--- src/link_cfg_pkg.sv ---
// constants and carriers for the serial link mode configuration bank
// Function
// six-bit mode field, changed only while link disabled
// four-bit stream count, resets to one
// software limits stream count by interpolation factor
// lanes equal ceiling streams over max, times base
// software counts each complex pair as two
// stream count changed only with link, datapath off
// control register written only while link disabled
// bit 6 selects vendor compatibility mode
// subclass 0 releases once all lanes write
// subclass 1 releases on release opportunity
// bit 4 selects 8b/10b or 64b/66b
// bit 1 selects offset binary or two's complement
// bit 0 enables 8b/10b descrambler, reset on
// 64b/66b always descrambles, ignoring bit 0
// software should keep 8b/10b scrambling on
// link disabled holds subsystem, counter reset, phy off
package link_cfg_pkg;
  localparam int ADDR_W = 12;
  localparam logic [11:0] LINK_ENABLE_OFS = 12'h100;
  localparam logic [11:0] LINK_MODE_OFS = 12'h101;
  localparam logic [11:0] STREAM_COUNT_OFS = 12'h102;
  localparam logic [11:0] LINK_CONTROL_OFS = 12'h103;
  localparam logic [11:0] DATAPATH_ENABLE_OFS = 12'h108;
  localparam logic [11:0] MODE_INFO_OFS = 12'h109;
  localparam logic [11:0] RELEASE_DELAY_OFS = 12'h106;
  localparam logic [11:0] LINK_STATUS_OFS = 12'h10A;
  localparam logic [7:0] LINK_MODE_RST = 8'h00;
  localparam logic [7:0] STREAM_COUNT_RST = 8'h01;
  localparam logic [7:0] LINK_CONTROL_RST = 8'h03;
  localparam logic [7:0] RELEASE_DELAY_RST = 8'h00;
  localparam int VENDOR_BIT = 6;
  localparam int SUBCLASS_BIT = 5;
  localparam int LINE_CODE_BIT = 4;
  localparam int FORMAT_BIT = 1;
  localparam int SCRAMBLE_BIT = 0;
  localparam logic [7:0] LINK_MODE_MASK = 8'h3F;
  localparam logic [7:0] STREAM_COUNT_MASK = 8'h0F;
  localparam logic [7:0] RELEASE_DELAY_MASK = 8'h3F;
  localparam int LANES = 2;
  typedef struct packed {
    logic [ADDR_W-1:0] addr;
    logic [7:0] wdata;
    logic wr;
    logic rd;
  } bus_req_t;
  typedef struct packed {
    logic vendor_compat_mode;
    logic subclass_one;
    logic line_code_select;
    logic sample_twos_comp;
    logic descrambler_on;
  } link_ctrl_t;
endpackage

--- src/lane_count_calc.sv ---
// lane count from stream count and the mode's limits
`timescale 1ns/1ps
`default_nettype none
module lane_count_calc
  import link_cfg_pkg::*;
(
  input wire logic [3:0] stream_count,     // programmed streams
  input wire logic [3:0] mode_max_streams, // streams per lane group
  input wire logic [3:0] mode_base_lanes,  // lanes per group
  output logic [7:0] lane_count            // lanes to enable
);
  logic [3:0] groups;
  always_comb
  begin
    groups = 4'h0;
    // ceiling division by repeated compare; a zero limit yields zero lanes
    for (int g = 1; g <= 15; g++)
    begin
      if (mode_max_streams != 4'h0 && groups == 4'h0 &&
          ({4'h0, stream_count} <= 8'(g) * {4'h0, mode_max_streams}))
      begin
        groups = 4'(g);
      end
    end
    lane_count = {4'h0, groups} * {4'h0, mode_base_lanes};
  end
endmodule
`default_nettype wire

--- src/serial_link_mode_config.sv ---
// register bank configuring the serial link receiver mode
//
// Strobed register access was chosen for this implementation.
`timescale 1ns/1ps
`default_nettype none
module serial_link_mode_config
  import link_cfg_pkg::*;
(
  input wire logic ref_clk,                  // 200 MHz clock
  input wire logic resetn,                   // async reset, active low
  input wire logic [ADDR_W-1:0] bus_addr,    // register address
  input wire logic [7:0] bus_wdata,          // write data
  input wire logic bus_wr,                   // write strobe
  input wire logic bus_rd,                   // read strobe
  input wire logic [3:0] mode_max_streams,   // max streams of selected mode
  input wire logic [3:0] mode_base_lanes,    // base lanes of selected mode
  input wire logic [LANES-1:0] lane_writing, // lanes writing the elastic buffer
  input wire logic release_opportunity,      // release point from counter and delay
  output logic [7:0] bus_rdata,              // read data, cycle after strobe
  output logic [5:0] link_mode_select,       // selected interface mode
  output logic [3:0] stream_count,           // enabled sample streams
  output logic [LANES-1:0] lane_enable,      // enabled lanes
  output logic vendor_compat_mode,           // vendor compatibility
  output logic line_code_select,             // 0 8b/10b, 1 64b/66b
  output logic sample_number_format,         // 1 two's complement
  output logic descrambler_on,               // descrambler active
  output logic [5:0] release_delay,          // release delay setting
  output logic link_subsys_reset,            // holds subsystem in reset
  output logic mframe_counter_reset,         // holds multiframe counter in reset
  output logic phy_enable,                   // physical layer enable
  output logic buffer_release,               // elastic buffer released
  output logic datapath_enable               // datapath enable
);
  bus_req_t req;
  link_ctrl_t ctrl;
  logic link_enable_reg, link_enable_next;
  logic datapath_reg, datapath_next;
  logic [7:0] link_mode_reg, link_mode_next;
  logic [7:0] stream_count_reg, stream_count_next;
  logic [7:0] link_control_reg, link_control_next;
  logic [7:0] release_delay_reg, release_delay_next;
  logic [7:0] rdata_reg, rdata_next;
  logic [LANES-1:0] lane_en_reg, lane_en_next;
  logic release_reg, release_next;
  logic descr_reg, descr_next;
  logic [LANES-1:0] ln_s1_reg, ln_s1_next;
  logic [LANES-1:0] ln_s2_reg, ln_s2_next;
  logic opp_s1_reg, opp_s1_next;
  logic opp_s2_reg, opp_s2_next;
  logic subsys_rst_reg, subsys_rst_next;
  logic frame_rst_reg, frame_rst_next;
  logic [7:0] lane_count;
  logic [LANES-1:0] lane_mask;

  assign req = '{addr: bus_addr, wdata: bus_wdata, wr: bus_wr, rd: bus_rd};
  assign ctrl = '{
    vendor_compat_mode: link_control_reg[VENDOR_BIT],
    subclass_one: link_control_reg[SUBCLASS_BIT],
    line_code_select: link_control_reg[LINE_CODE_BIT],
    sample_twos_comp: link_control_reg[FORMAT_BIT],
    descrambler_on: link_control_reg[SCRAMBLE_BIT]};

  lane_count_calc u_lanes (
    .stream_count(stream_count_reg[3:0]),
    .mode_max_streams(mode_max_streams),
    .mode_base_lanes(mode_base_lanes),
    .lane_count(lane_count)
  );

  // lanes below the computed count are enabled
  generate
    for (genvar i = 0; i < LANES; i++)
    begin : g_lane
      assign lane_mask[i] = lane_count > 8'(i);
    end
  endgenerate

  // pin-side status passes two flops before use; only the second stage feeds logic
  always_comb
  begin
    ln_s1_next = lane_writing;
    ln_s2_next = ln_s1_reg;
    opp_s1_next = release_opportunity;
    opp_s2_next = opp_s1_reg;
  end

  always_ff @(posedge ref_clk or negedge resetn)
  begin
    if (!resetn)
    begin
      ln_s1_reg <= '0;
      ln_s2_reg <= '0;
      opp_s1_reg <= 1'b0;
      opp_s2_reg <= 1'b0;
    end
    else
    begin
      ln_s1_reg <= ln_s1_next;
      ln_s2_reg <= ln_s2_next;
      opp_s1_reg <= opp_s1_next;
      opp_s2_reg <= opp_s2_next;
    end
  end

  // register writes; configuration is locked while the link runs
  always_comb
  begin
    link_enable_next = link_enable_reg;
    datapath_next = datapath_reg;
    link_mode_next = link_mode_reg;
    stream_count_next = stream_count_reg;
    link_control_next = link_control_reg;
    release_delay_next = release_delay_reg;
    if (req.wr)
    begin
      case (req.addr)
        LINK_ENABLE_OFS: link_enable_next = req.wdata[0];
        DATAPATH_ENABLE_OFS: datapath_next = req.wdata[0];
        LINK_MODE_OFS:
        begin
          if (!link_enable_reg)
          begin
            link_mode_next = req.wdata & LINK_MODE_MASK;
          end
        end
        STREAM_COUNT_OFS:
        begin
          // the lock also guards the lane computation from glitching mid-link
          if (!link_enable_reg && !datapath_reg)
          begin
            stream_count_next = req.wdata & STREAM_COUNT_MASK;
          end
        end
        LINK_CONTROL_OFS:
        begin
          if (!link_enable_reg)
          begin
            link_control_next = req.wdata;
          end
        end
        RELEASE_DELAY_OFS:
        begin
          if (!link_enable_reg)
          begin
            release_delay_next = req.wdata & RELEASE_DELAY_MASK;
          end
        end
        default: ;
      endcase
    end
  end

  always_ff @(posedge ref_clk or negedge resetn)
  begin
    if (!resetn)
    begin
      link_enable_reg <= 1'b0;
      datapath_reg <= 1'b0;
      link_mode_reg <= LINK_MODE_RST;
      stream_count_reg <= STREAM_COUNT_RST;
      link_control_reg <= LINK_CONTROL_RST;
      release_delay_reg <= RELEASE_DELAY_RST;
    end
    else
    begin
      link_enable_reg <= link_enable_next;
      datapath_reg <= datapath_next;
      link_mode_reg <= link_mode_next;
      stream_count_reg <= stream_count_next;
      link_control_reg <= link_control_next;
      release_delay_reg <= release_delay_next;
    end
  end

  // read mux; unmapped addresses read zero
  always_comb
  begin
    rdata_next = 8'h00;
    if (req.rd)
    begin
      case (req.addr)
        LINK_ENABLE_OFS: rdata_next = {7'h00, link_enable_reg};
        DATAPATH_ENABLE_OFS: rdata_next = {7'h00, datapath_reg};
        LINK_MODE_OFS: rdata_next = link_mode_reg;
        STREAM_COUNT_OFS: rdata_next = stream_count_reg;
        LINK_CONTROL_OFS: rdata_next = link_control_reg;
        RELEASE_DELAY_OFS: rdata_next = release_delay_reg;
        MODE_INFO_OFS: rdata_next = lane_count;
        LINK_STATUS_OFS: rdata_next = {6'h00, release_reg, descr_reg};
        default: rdata_next = 8'h00;
      endcase
    end
  end

  // read data stands for one cycle only; the mux gives zero when no read is taken
  always_ff @(posedge ref_clk or negedge resetn)
  begin
    if (!resetn)
    begin
      rdata_reg <= 8'h00;
    end
    else
    begin
      rdata_reg <= rdata_next;
    end
  end

  // reset controls follow the enable in the cycle it is written;
  // own flops so no inverter sits between a flop and the subsystem
  always_comb
  begin
    subsys_rst_next = !link_enable_next;
    frame_rst_next = !link_enable_next;
  end

  always_ff @(posedge ref_clk or negedge resetn)
  begin
    if (!resetn)
    begin
      subsys_rst_reg <= 1'b1;
      frame_rst_reg <= 1'b1;
    end
    else
    begin
      subsys_rst_reg <= subsys_rst_next;
      frame_rst_reg <= frame_rst_next;
    end
  end

  // lane and descrambler controls, all forced off while the link is disabled
  always_comb
  begin
    lane_en_next = '0;
    descr_next = 1'b0;
    if (link_enable_reg)
    begin
      lane_en_next = lane_mask;
      // 64b/66b ignores the scrambler bit and always descrambles
      descr_next = ctrl.line_code_select ? 1'b1 : ctrl.descrambler_on;
    end
  end

  always_ff @(posedge ref_clk or negedge resetn)
  begin
    if (!resetn)
    begin
      lane_en_reg <= '0;
      descr_reg <= 1'b0;
    end
    else
    begin
      lane_en_reg <= lane_en_next;
      descr_reg <= descr_next;
    end
  end

  // release is sticky until the link drops; a zero lane count never releases
  always_comb
  begin
    release_next = 1'b0;
    if (link_enable_reg)
    begin
      if (release_reg)
      begin
        release_next = 1'b1;
      end
      else if (ctrl.subclass_one)
      begin
        // lanes must be writing too, or a release point would free an empty buffer
        release_next = opp_s2_reg && (ln_s2_reg & lane_mask) == lane_mask && lane_mask != '0;
      end
      else
      begin
        release_next = (ln_s2_reg & lane_mask) == lane_mask && lane_mask != '0;
      end
    end
  end

  always_ff @(posedge ref_clk or negedge resetn)
  begin
    if (!resetn)
    begin
      release_reg <= 1'b0;
    end
    else
    begin
      release_reg <= release_next;
    end
  end

  assign bus_rdata = rdata_reg;
  assign link_mode_select = link_mode_reg[5:0];
  assign stream_count = stream_count_reg[3:0];
  assign lane_enable = lane_en_reg;
  assign vendor_compat_mode = ctrl.vendor_compat_mode;
  assign line_code_select = ctrl.line_code_select;
  assign sample_number_format = ctrl.sample_twos_comp;
  assign descrambler_on = descr_reg;
  assign release_delay = release_delay_reg[5:0];
  assign link_subsys_reset = subsys_rst_reg;
  assign mframe_counter_reset = frame_rst_reg;
  assign phy_enable = link_enable_reg;
  assign buffer_release = release_reg;
  assign datapath_enable = datapath_reg;
endmodule
`default_nettype wire

--- config.mk ---
export PLATFORM = sky130hd
export DESIGN_NAME = serial_link_mode_config
export DESIGN_NICKNAME = d
export VERILOG_FILES = /design/src/link_cfg_pkg.sv /design/src/lane_count_calc.sv /design/src/serial_link_mode_config.sv
export SDC_FILE = /design/constraint.sdc
export NUM_CORES = 1
export LEC_CHECK = 0
export ABC_AREA = 1
export BUFFER_PORTS_ARGS = -buffer_cell sky130_fd_sc_hd__buf_2
export CAP_MARGIN = 20
export CORE_MARGIN = 5
export CORE_UTILIZATION = 55
export DETAILED_ROUTE_END_ITERATION = 6
export HOLD_SLACK_MARGIN = 0.05
export PLACE_DENSITY_LB_ADDON = 0.2
export SLEW_MARGIN = 20
export SYNTH_ARGS = -nofsm -noshare
export SYNTH_HDL_FRONTEND = slang
export SYNTH_SLANG_ARGS = --single-unit
--- constraint.sdc ---
create_clock -name ref_clk -period 6.26 [get_ports ref_clk]
set_input_delay 1.565 -clock ref_clk [delete_from_list [all_inputs] [get_ports ref_clk]]
set_output_delay 1.565 -clock ref_clk [all_outputs]
set_load 0.05 [all_outputs]
=== Yosys cells after proc, flatten, opt, wreduce, memory -nomap -nowiden ===
Index checks and enable logic that the tools add are counted.

* Bits in registers: 45
* Input port bits: 35
* Output and inout port bits: 35
* Word-level logic and storage cells: 137

* Multipliers: 12
* $lt $le $gt $ge: 17
* Eq/ne operators: 9
* Mux-type cells: 25
* Bitwise gates (word level): 2
* Reduce and logical (&&, ||, !) cells: 57

{| class="wikitable"
|+ Operators with widths
! operator !! count
|-
| == test 12 x 9 -> 1 bit, second input constant || 8
|-
| one-hot mux 8 bit (8 select lines) || 1
|-
| <= comparator 4 x 8 -> 1 bit || 7
|-
| zero test 4 bit || 14
|-
| two-way mux 4 bit || 14
|-
| logical AND 1 bit || 33
|-
| multiplier 4 x 4 -> 8 bit, first input constant || 4
|-
| <= comparator 4 x 7 -> 1 bit || 4
|-
| multiplier 3 x 4 -> 7 bit, first input constant || 4
|-
| multiplier 2 x 4 -> 6 bit, first input constant || 3
|-
| > comparator 8 x 1 -> 1 bit, second input constant || 2
|-
| <= comparator 4 x 6 -> 1 bit || 2
|-
| AND reduction 3 bit || 4
|-
| multiplier 4 x 4 -> 8 bit || 1
|-
| two-way mux 1 bit || 8
|-
| two-way mux 8 bit || 1
|-
| <= comparator 4 x 5 -> 1 bit || 1
|-
| <= comparator 4 bit || 1
|-
| nonzero test 4 bit || 1
|-
| zero test 1 bit || 3
|-
| AND 2 bit || 1
|-
| == test 2 bit || 1
|-
| two-way mux 2 bit || 1
|-
| AND reduction 2 bit || 1
|-
| other kinds (2) || 2
|}

=== Longest topological paths before layout ===
* Depth in word-level cells: 68
* Mapped depth: 47
* Mapped depth without buffers: 47

=== By module ===
A second synthesis with hierarchy kept.

* Cells, all modules: 655
* Area, all modules: 4951.0 um^2

{| class="wikitable"
|+ Modules (own cells, without submodules)
! module !! times used !! cells an instance !! area an instance (um^2)
|-
| lane_count_calc || 1 || 414 || 2876.5
|-
| serial_link_mode_config || 1 || 241 || 2074.5
|}

=== Worst setup path before layout ===
OpenSTA, ideal clock, no wires.

* Kind: input port to flip-flop
* Start point: input mode_max_streams[0]
* End point: register release_reg (netlist: buffer_release)
* Library setup time: 0.121 ns
* Arrival time: 7.382 ns
* Required time: 6.139 ns
* Path slack: -1.242 ns
* Stages on the path: 37
* Path buffers: 0
* Cells stage by stage: fa_1 -> ha_1 -> fa_1 -> inv_1 -> ha_1 -> inv_1 -> nor2_1 -> o21ai_1 -> nor2_1 -> inv_1 -> nand3_2 -> nand2_4 -> nor2_4 -> nand3_2 -> inv_2 -> nor2_8 -> nand4_2 -> nand2_1 -> inv_2 -> nand2_2 -> nor2_4 -> nand3_4 -> nand2_4 -> nand2_1 -> fa_1 -> inv_1 -> fa_1 -> inv_1 -> fa_1 -> o21ai_0 -> xor2_1 -> nor4_1 -> and3_2 -> o21ai_0 -> a21oi_1 -> nand3_1 -> nand2_1

* Cells in the longest elaborated chain, start to end: 68

{| class="wikitable"
|+ Ends and longest elaborated chain
! item !! line !! source
|-
| start: declaration || serial_link_mode_config.sv:15 || <nowiki>input wire logic [3:0] mode_max_streams,</nowiki>
|-
| branches (longest 58 deep; another with multiplier 2 x 4 -> 6 bit) || - ||
|-
| two-way mux 4 bit * || lane_count_calc.sv:19 || <nowiki>if (mode_max_streams != 4'h0 && groups == 4'h0 &&</nowiki>
|-
| multiplier 4 x 4 -> 8 bit * || lane_count_calc.sv:25 || <nowiki>lane_count = {4'h0, groups} * {4'h0, mode_base_lanes};</nowiki>
|-
| > comparator 8 x 1 -> 1 bit || serial_link_mode_config.sv:74 || <nowiki>assign lane_mask[i] = lane_count > 8'(i);</nowiki>
|-
| AND 2 bit || serial_link_mode_config.sv:270, serial_link_mode_config.sv:274 ||
|-
| == test 2 bit || serial_link_mode_config.sv:270, serial_link_mode_config.sv:274 ||
|-
| logical AND 1 bit (2 in series) || serial_link_mode_config.sv:270 || <nowiki>release_next = opp_s2_reg && (ln_s2_reg & lane_mask) == lane_mask && lane_mask != '0;</nowiki>
|-
| two-way mux 1 bit * || serial_link_mode_config.sv:267 || <nowiki>else if (ctrl.subclass_one)</nowiki>
|-
| two-way mux 1 bit * || serial_link_mode_config.sv:263 || <nowiki>if (release_reg)</nowiki>
|-
| two-way mux 1 bit * || serial_link_mode_config.sv:261 || <nowiki>if (link_enable_reg)</nowiki>
|-
| via release_next || serial_link_mode_config.sv:44 || <nowiki>logic release_reg, release_next;</nowiki>
|-
| end signal: assignment || serial_link_mode_config.sv:287 || <nowiki>release_reg <= release_next;</nowiki>
|-
| end: declaration || serial_link_mode_config.sv:44 ||
|}

Mark *: on every way through the listed nets, which the timed path passes.
A chain may end at the register's enable or synchronous reset.

=== Worst setup path in the final report ===
* Start point: input mode_max_streams[2]
* End point: register release_reg (netlist: buffer_release)

The elaborated chain is that of the path after synthesis.

==> results_dict.tcl <==
set metrics [dict create \
    synth.distinct_cells 57 \
    fin_crit_ns 7.628 \
    antenna_cells 0 \
    sequentialPowerShare 0.341 \
    combPwrFrac 0.430 \
    numClockSinks 45 \
    critPathArrivalTime_ns 7.88 \
    switching_share 0.3565 \
    grt_max_degree 46 \
    fp.dieW_um 105.3 \
    drive_gt1_frac 0.3917 \
    max_stage_delay_ns 0.57 \
    yosys.area.top_type "dfrtp_1" \
    p_per_area_nw_per_um2 125.6 \
    hold_class "reg2reg" \
    yosys_most_used_dff "dfrtp_1" \
    start_util 0.5673 \
    p_switching_mw 0.3078 \
    core-area_um2 8806 \
    synthesis.area_um2 4996 \
    slew_headroom 0.4998 \
    antenna_found_initial 0 \
    cap_violations 0 \
    min_period_over_period 1.219 \
    cts_max_level 2 \
    port_buffers 69 \
    multi_input_area_um2 3826 \
    critPathTopFamily "adder cells" \
    yosysTopAreaCellShare 0.2054 \
    worstSetupPathType "in2reg" \
    die_h_um 105.3 \
    synth_area_leaders "dfrtp_1 (21%), ha_1 (19%), nand2_1 (8.8%)" \
    worst_r2r_path_depth 40 \
    dr.pass1.iters 7 \
    ios 70 \
    viasPerCell 5.587 \
    regArea_um2 1131 \
    holdPathStages 0 \
    violations "setup timing" \
    p_clk_frac 0.229 \
    reg2reg_slack_ns -0.04 \
    cts.root.buffer_cell "clkbuf_8" \
    drtIter0Drc 510 \
    cp.required_ns 6.52 \
    max_freq_mhz 131.1 \
    cp-end-kind "register" \
    ctsHoldBuffers 0 \
    synth_top_family_by_area "simple AND/OR/NAND/NOR gates" \
    cts_tree "yes" \
    grt_use_total 0.2630 \
    synth_commonest_cells "nand2_1 (117), inv_1 (113), ha_1 (76)" \
    synth-simple-area-share 0.2672 \
    r2r-end "buffer_release" \
    dpl_worst_slack_ns -1.744 \
    cts_made_buffers 5 \
    leakage_nw 3.701 \
    ir_drop_mv 0.1786 \
    rsz0062_at_grt "true" \
    synth_seq_area_share 0.2264 \
    synth-compound-area-share 0.1410 \
    cts_buffer_depth 2 \
    nets 946 \
    gp_congestion 0.9305 \
    grt_first_pass_wirelength_um 24140 \
    drc 0 \
    final-hold-violation-count 0 \
    fillers 597 \
    syn_inst 643 \
    clk_pin_slew_ns 0.09 \
    clock_latency_ns 0.31 \
    internal_power_mw 0.5556 \
    die_area_um2 11090 \
    drt-total-wl_um 15260 \
    syn_nets 768 \
    cp-start-kind "input pin" \
    synth_edf_count 0 \
    drtAntennaViolNets 0 \
    synth_most_common_cell "nand2_1" \
    finalWorstSetupSlack_ns -1.368 \
    syn2layout_area_growth_pct 37.62 \
    timing.rr.start "stream_count_reg[3]" \
    fin_util 0.7808 \
    cpMaxStageDelayCell "fa_2" \
    final.setup.tns_ns -9.187 \
    path_buf_inv 7 \
    status "finished with violations" \
    synthArstFlopShare 1.000 \
    worstMarginPinSlew_ns 0.7422 \
    hold_end "opp_s2_reg" \
    routed-via-count 5196 \
    finClkSkew_ns 0.01264 \
    yosys_warnings 0 \
    yosys.area_share.xor_xnor 0.01578 \
    critPathMaxFanout 5 \
    post_drt_wl_per_cell_um 16.41 \
    rows 34 \
    finalSetupViolCount 9 \
    total_power_mw 0.8634 \
    syn_area_per_cell_um2 7.770 \
    synthMuxAreaShare 0.006511 \
    grt_pass1_vias 5108 \
    synthAdderAreaFrac 0.2464 \
    hp-start "opp_s1_reg" \
    slew_viol_final 0 \
    grt_overflow 0 \
    hpwl_um 11540 \
    synth.ff_latch_count 45 \
]
[cells in the final DEF, fill, tap and decap left out, types with 3 or more instances in the layout]
cell type / n
nand2_1: 107
inv_1: 100
buf_4: 95
ha_1: 66
buf_2: 66
nor2_1: 49
dfrtp_1: 41
o21ai_0: 32
nand3_1: 23
inv_2: 20
nand2_2: 18
a21oi_1: 14
nor2_4: 12
buf_6: 12
nand4_1: 11
fa_1: 10
nand2_4: 9
ha_4: 9
nor3_1: 8
nand3_2: 7
clkbuf_8: 6
a31oi_1: 5
o21a_1: 5
a21oi_2: 5
o21bai_1: 4
nor2_2: 4
a211oi_2: 4
fa_2: 4
dfstp_2: 4
inv_4: 3
a21oi_4: 3
xor2_2: 3
o21ai_4: 3
o211ai_1: 3
nand3_4: 3
nor4_1: 3
[per-layer routing]
| layer | GRT usage | vias up | wire, um |
|---|---|---|---|
| met5 | 0 | - | 0 |
| met4 | 0.04967 | 0 | 319 |
| met3 | 0.04951 | 38 | 1004 |
| met2 | 0.4504 | 195 | 7633 |
| met1 | 0.3494 | 2491 | 6301 |
| li1 | - | 2472 | - |
[worst max path at each step]
stage / cells after the start / to / from / slack [ns]
after floorplan: 38 / buffer_release / mode_max_streams[2] / -1.03
final: 40 / buffer_release / mode_max_streams[2] / -1.37
after detailed placement: 39 / buffer_release / mode_max_streams[1] / -1.74
after global placement: 39 / buffer_release / mode_max_streams[2] / -1.36
after global routing: 40 / buffer_release / mode_max_streams[2] / -1.60
after CTS: 36 / buffer_release / mode_max_streams[2] / -1.30
[power by group through the flow]
stage / Clock [mW] / Sequential [mW] / Combinational, mW
after floorplan: 0 / 0.304 / 0.173
after global placement: 0 / 0.300 / 0.287
after detailed placement: 0 / 0.300 / 0.304
after CTS: 0.202 / 0.295 / 0.327
after global routing: 0.215 / 0.295 / 0.409
final: 0.197 / 0.295 / 0.371
[through the flow]
stage	area, um^2	std cells	hold slack (ns)
after floorplan	5060	643	0.3312
after global routing	6875	930	0.3691
final	6875	930	0.3544
after CTS	6550	918	0.3557
after global placement	6190	905	0.3347
after detailed placement	6190	905	0.3347
[kinds of logic after synthesis]
logic type,Yosys count
simple gates,266
buf+inv,127
compound gates,103
fa+ha+maj,90
flops,45
xor+xnor,9
mux,3
[area by class of cell]
cell class,instances,area share
repair buffers,175,0.1765
clock buffers,6,0.01201
flip-flops and latches,45,0.1645
well taps,108,0.01965
multi-input cells,471,0.5565
inverters,123,0.06824
clock inverters,2,0.002548
[repair_timing]
action,CTS,global route
setup buffers,6,14
endpoints found under the setup margin,10,10
resized for setup,50,53
pin swaps,45,63
hold endpoints to repair,0,0
(Power assumes the default switching activity.)
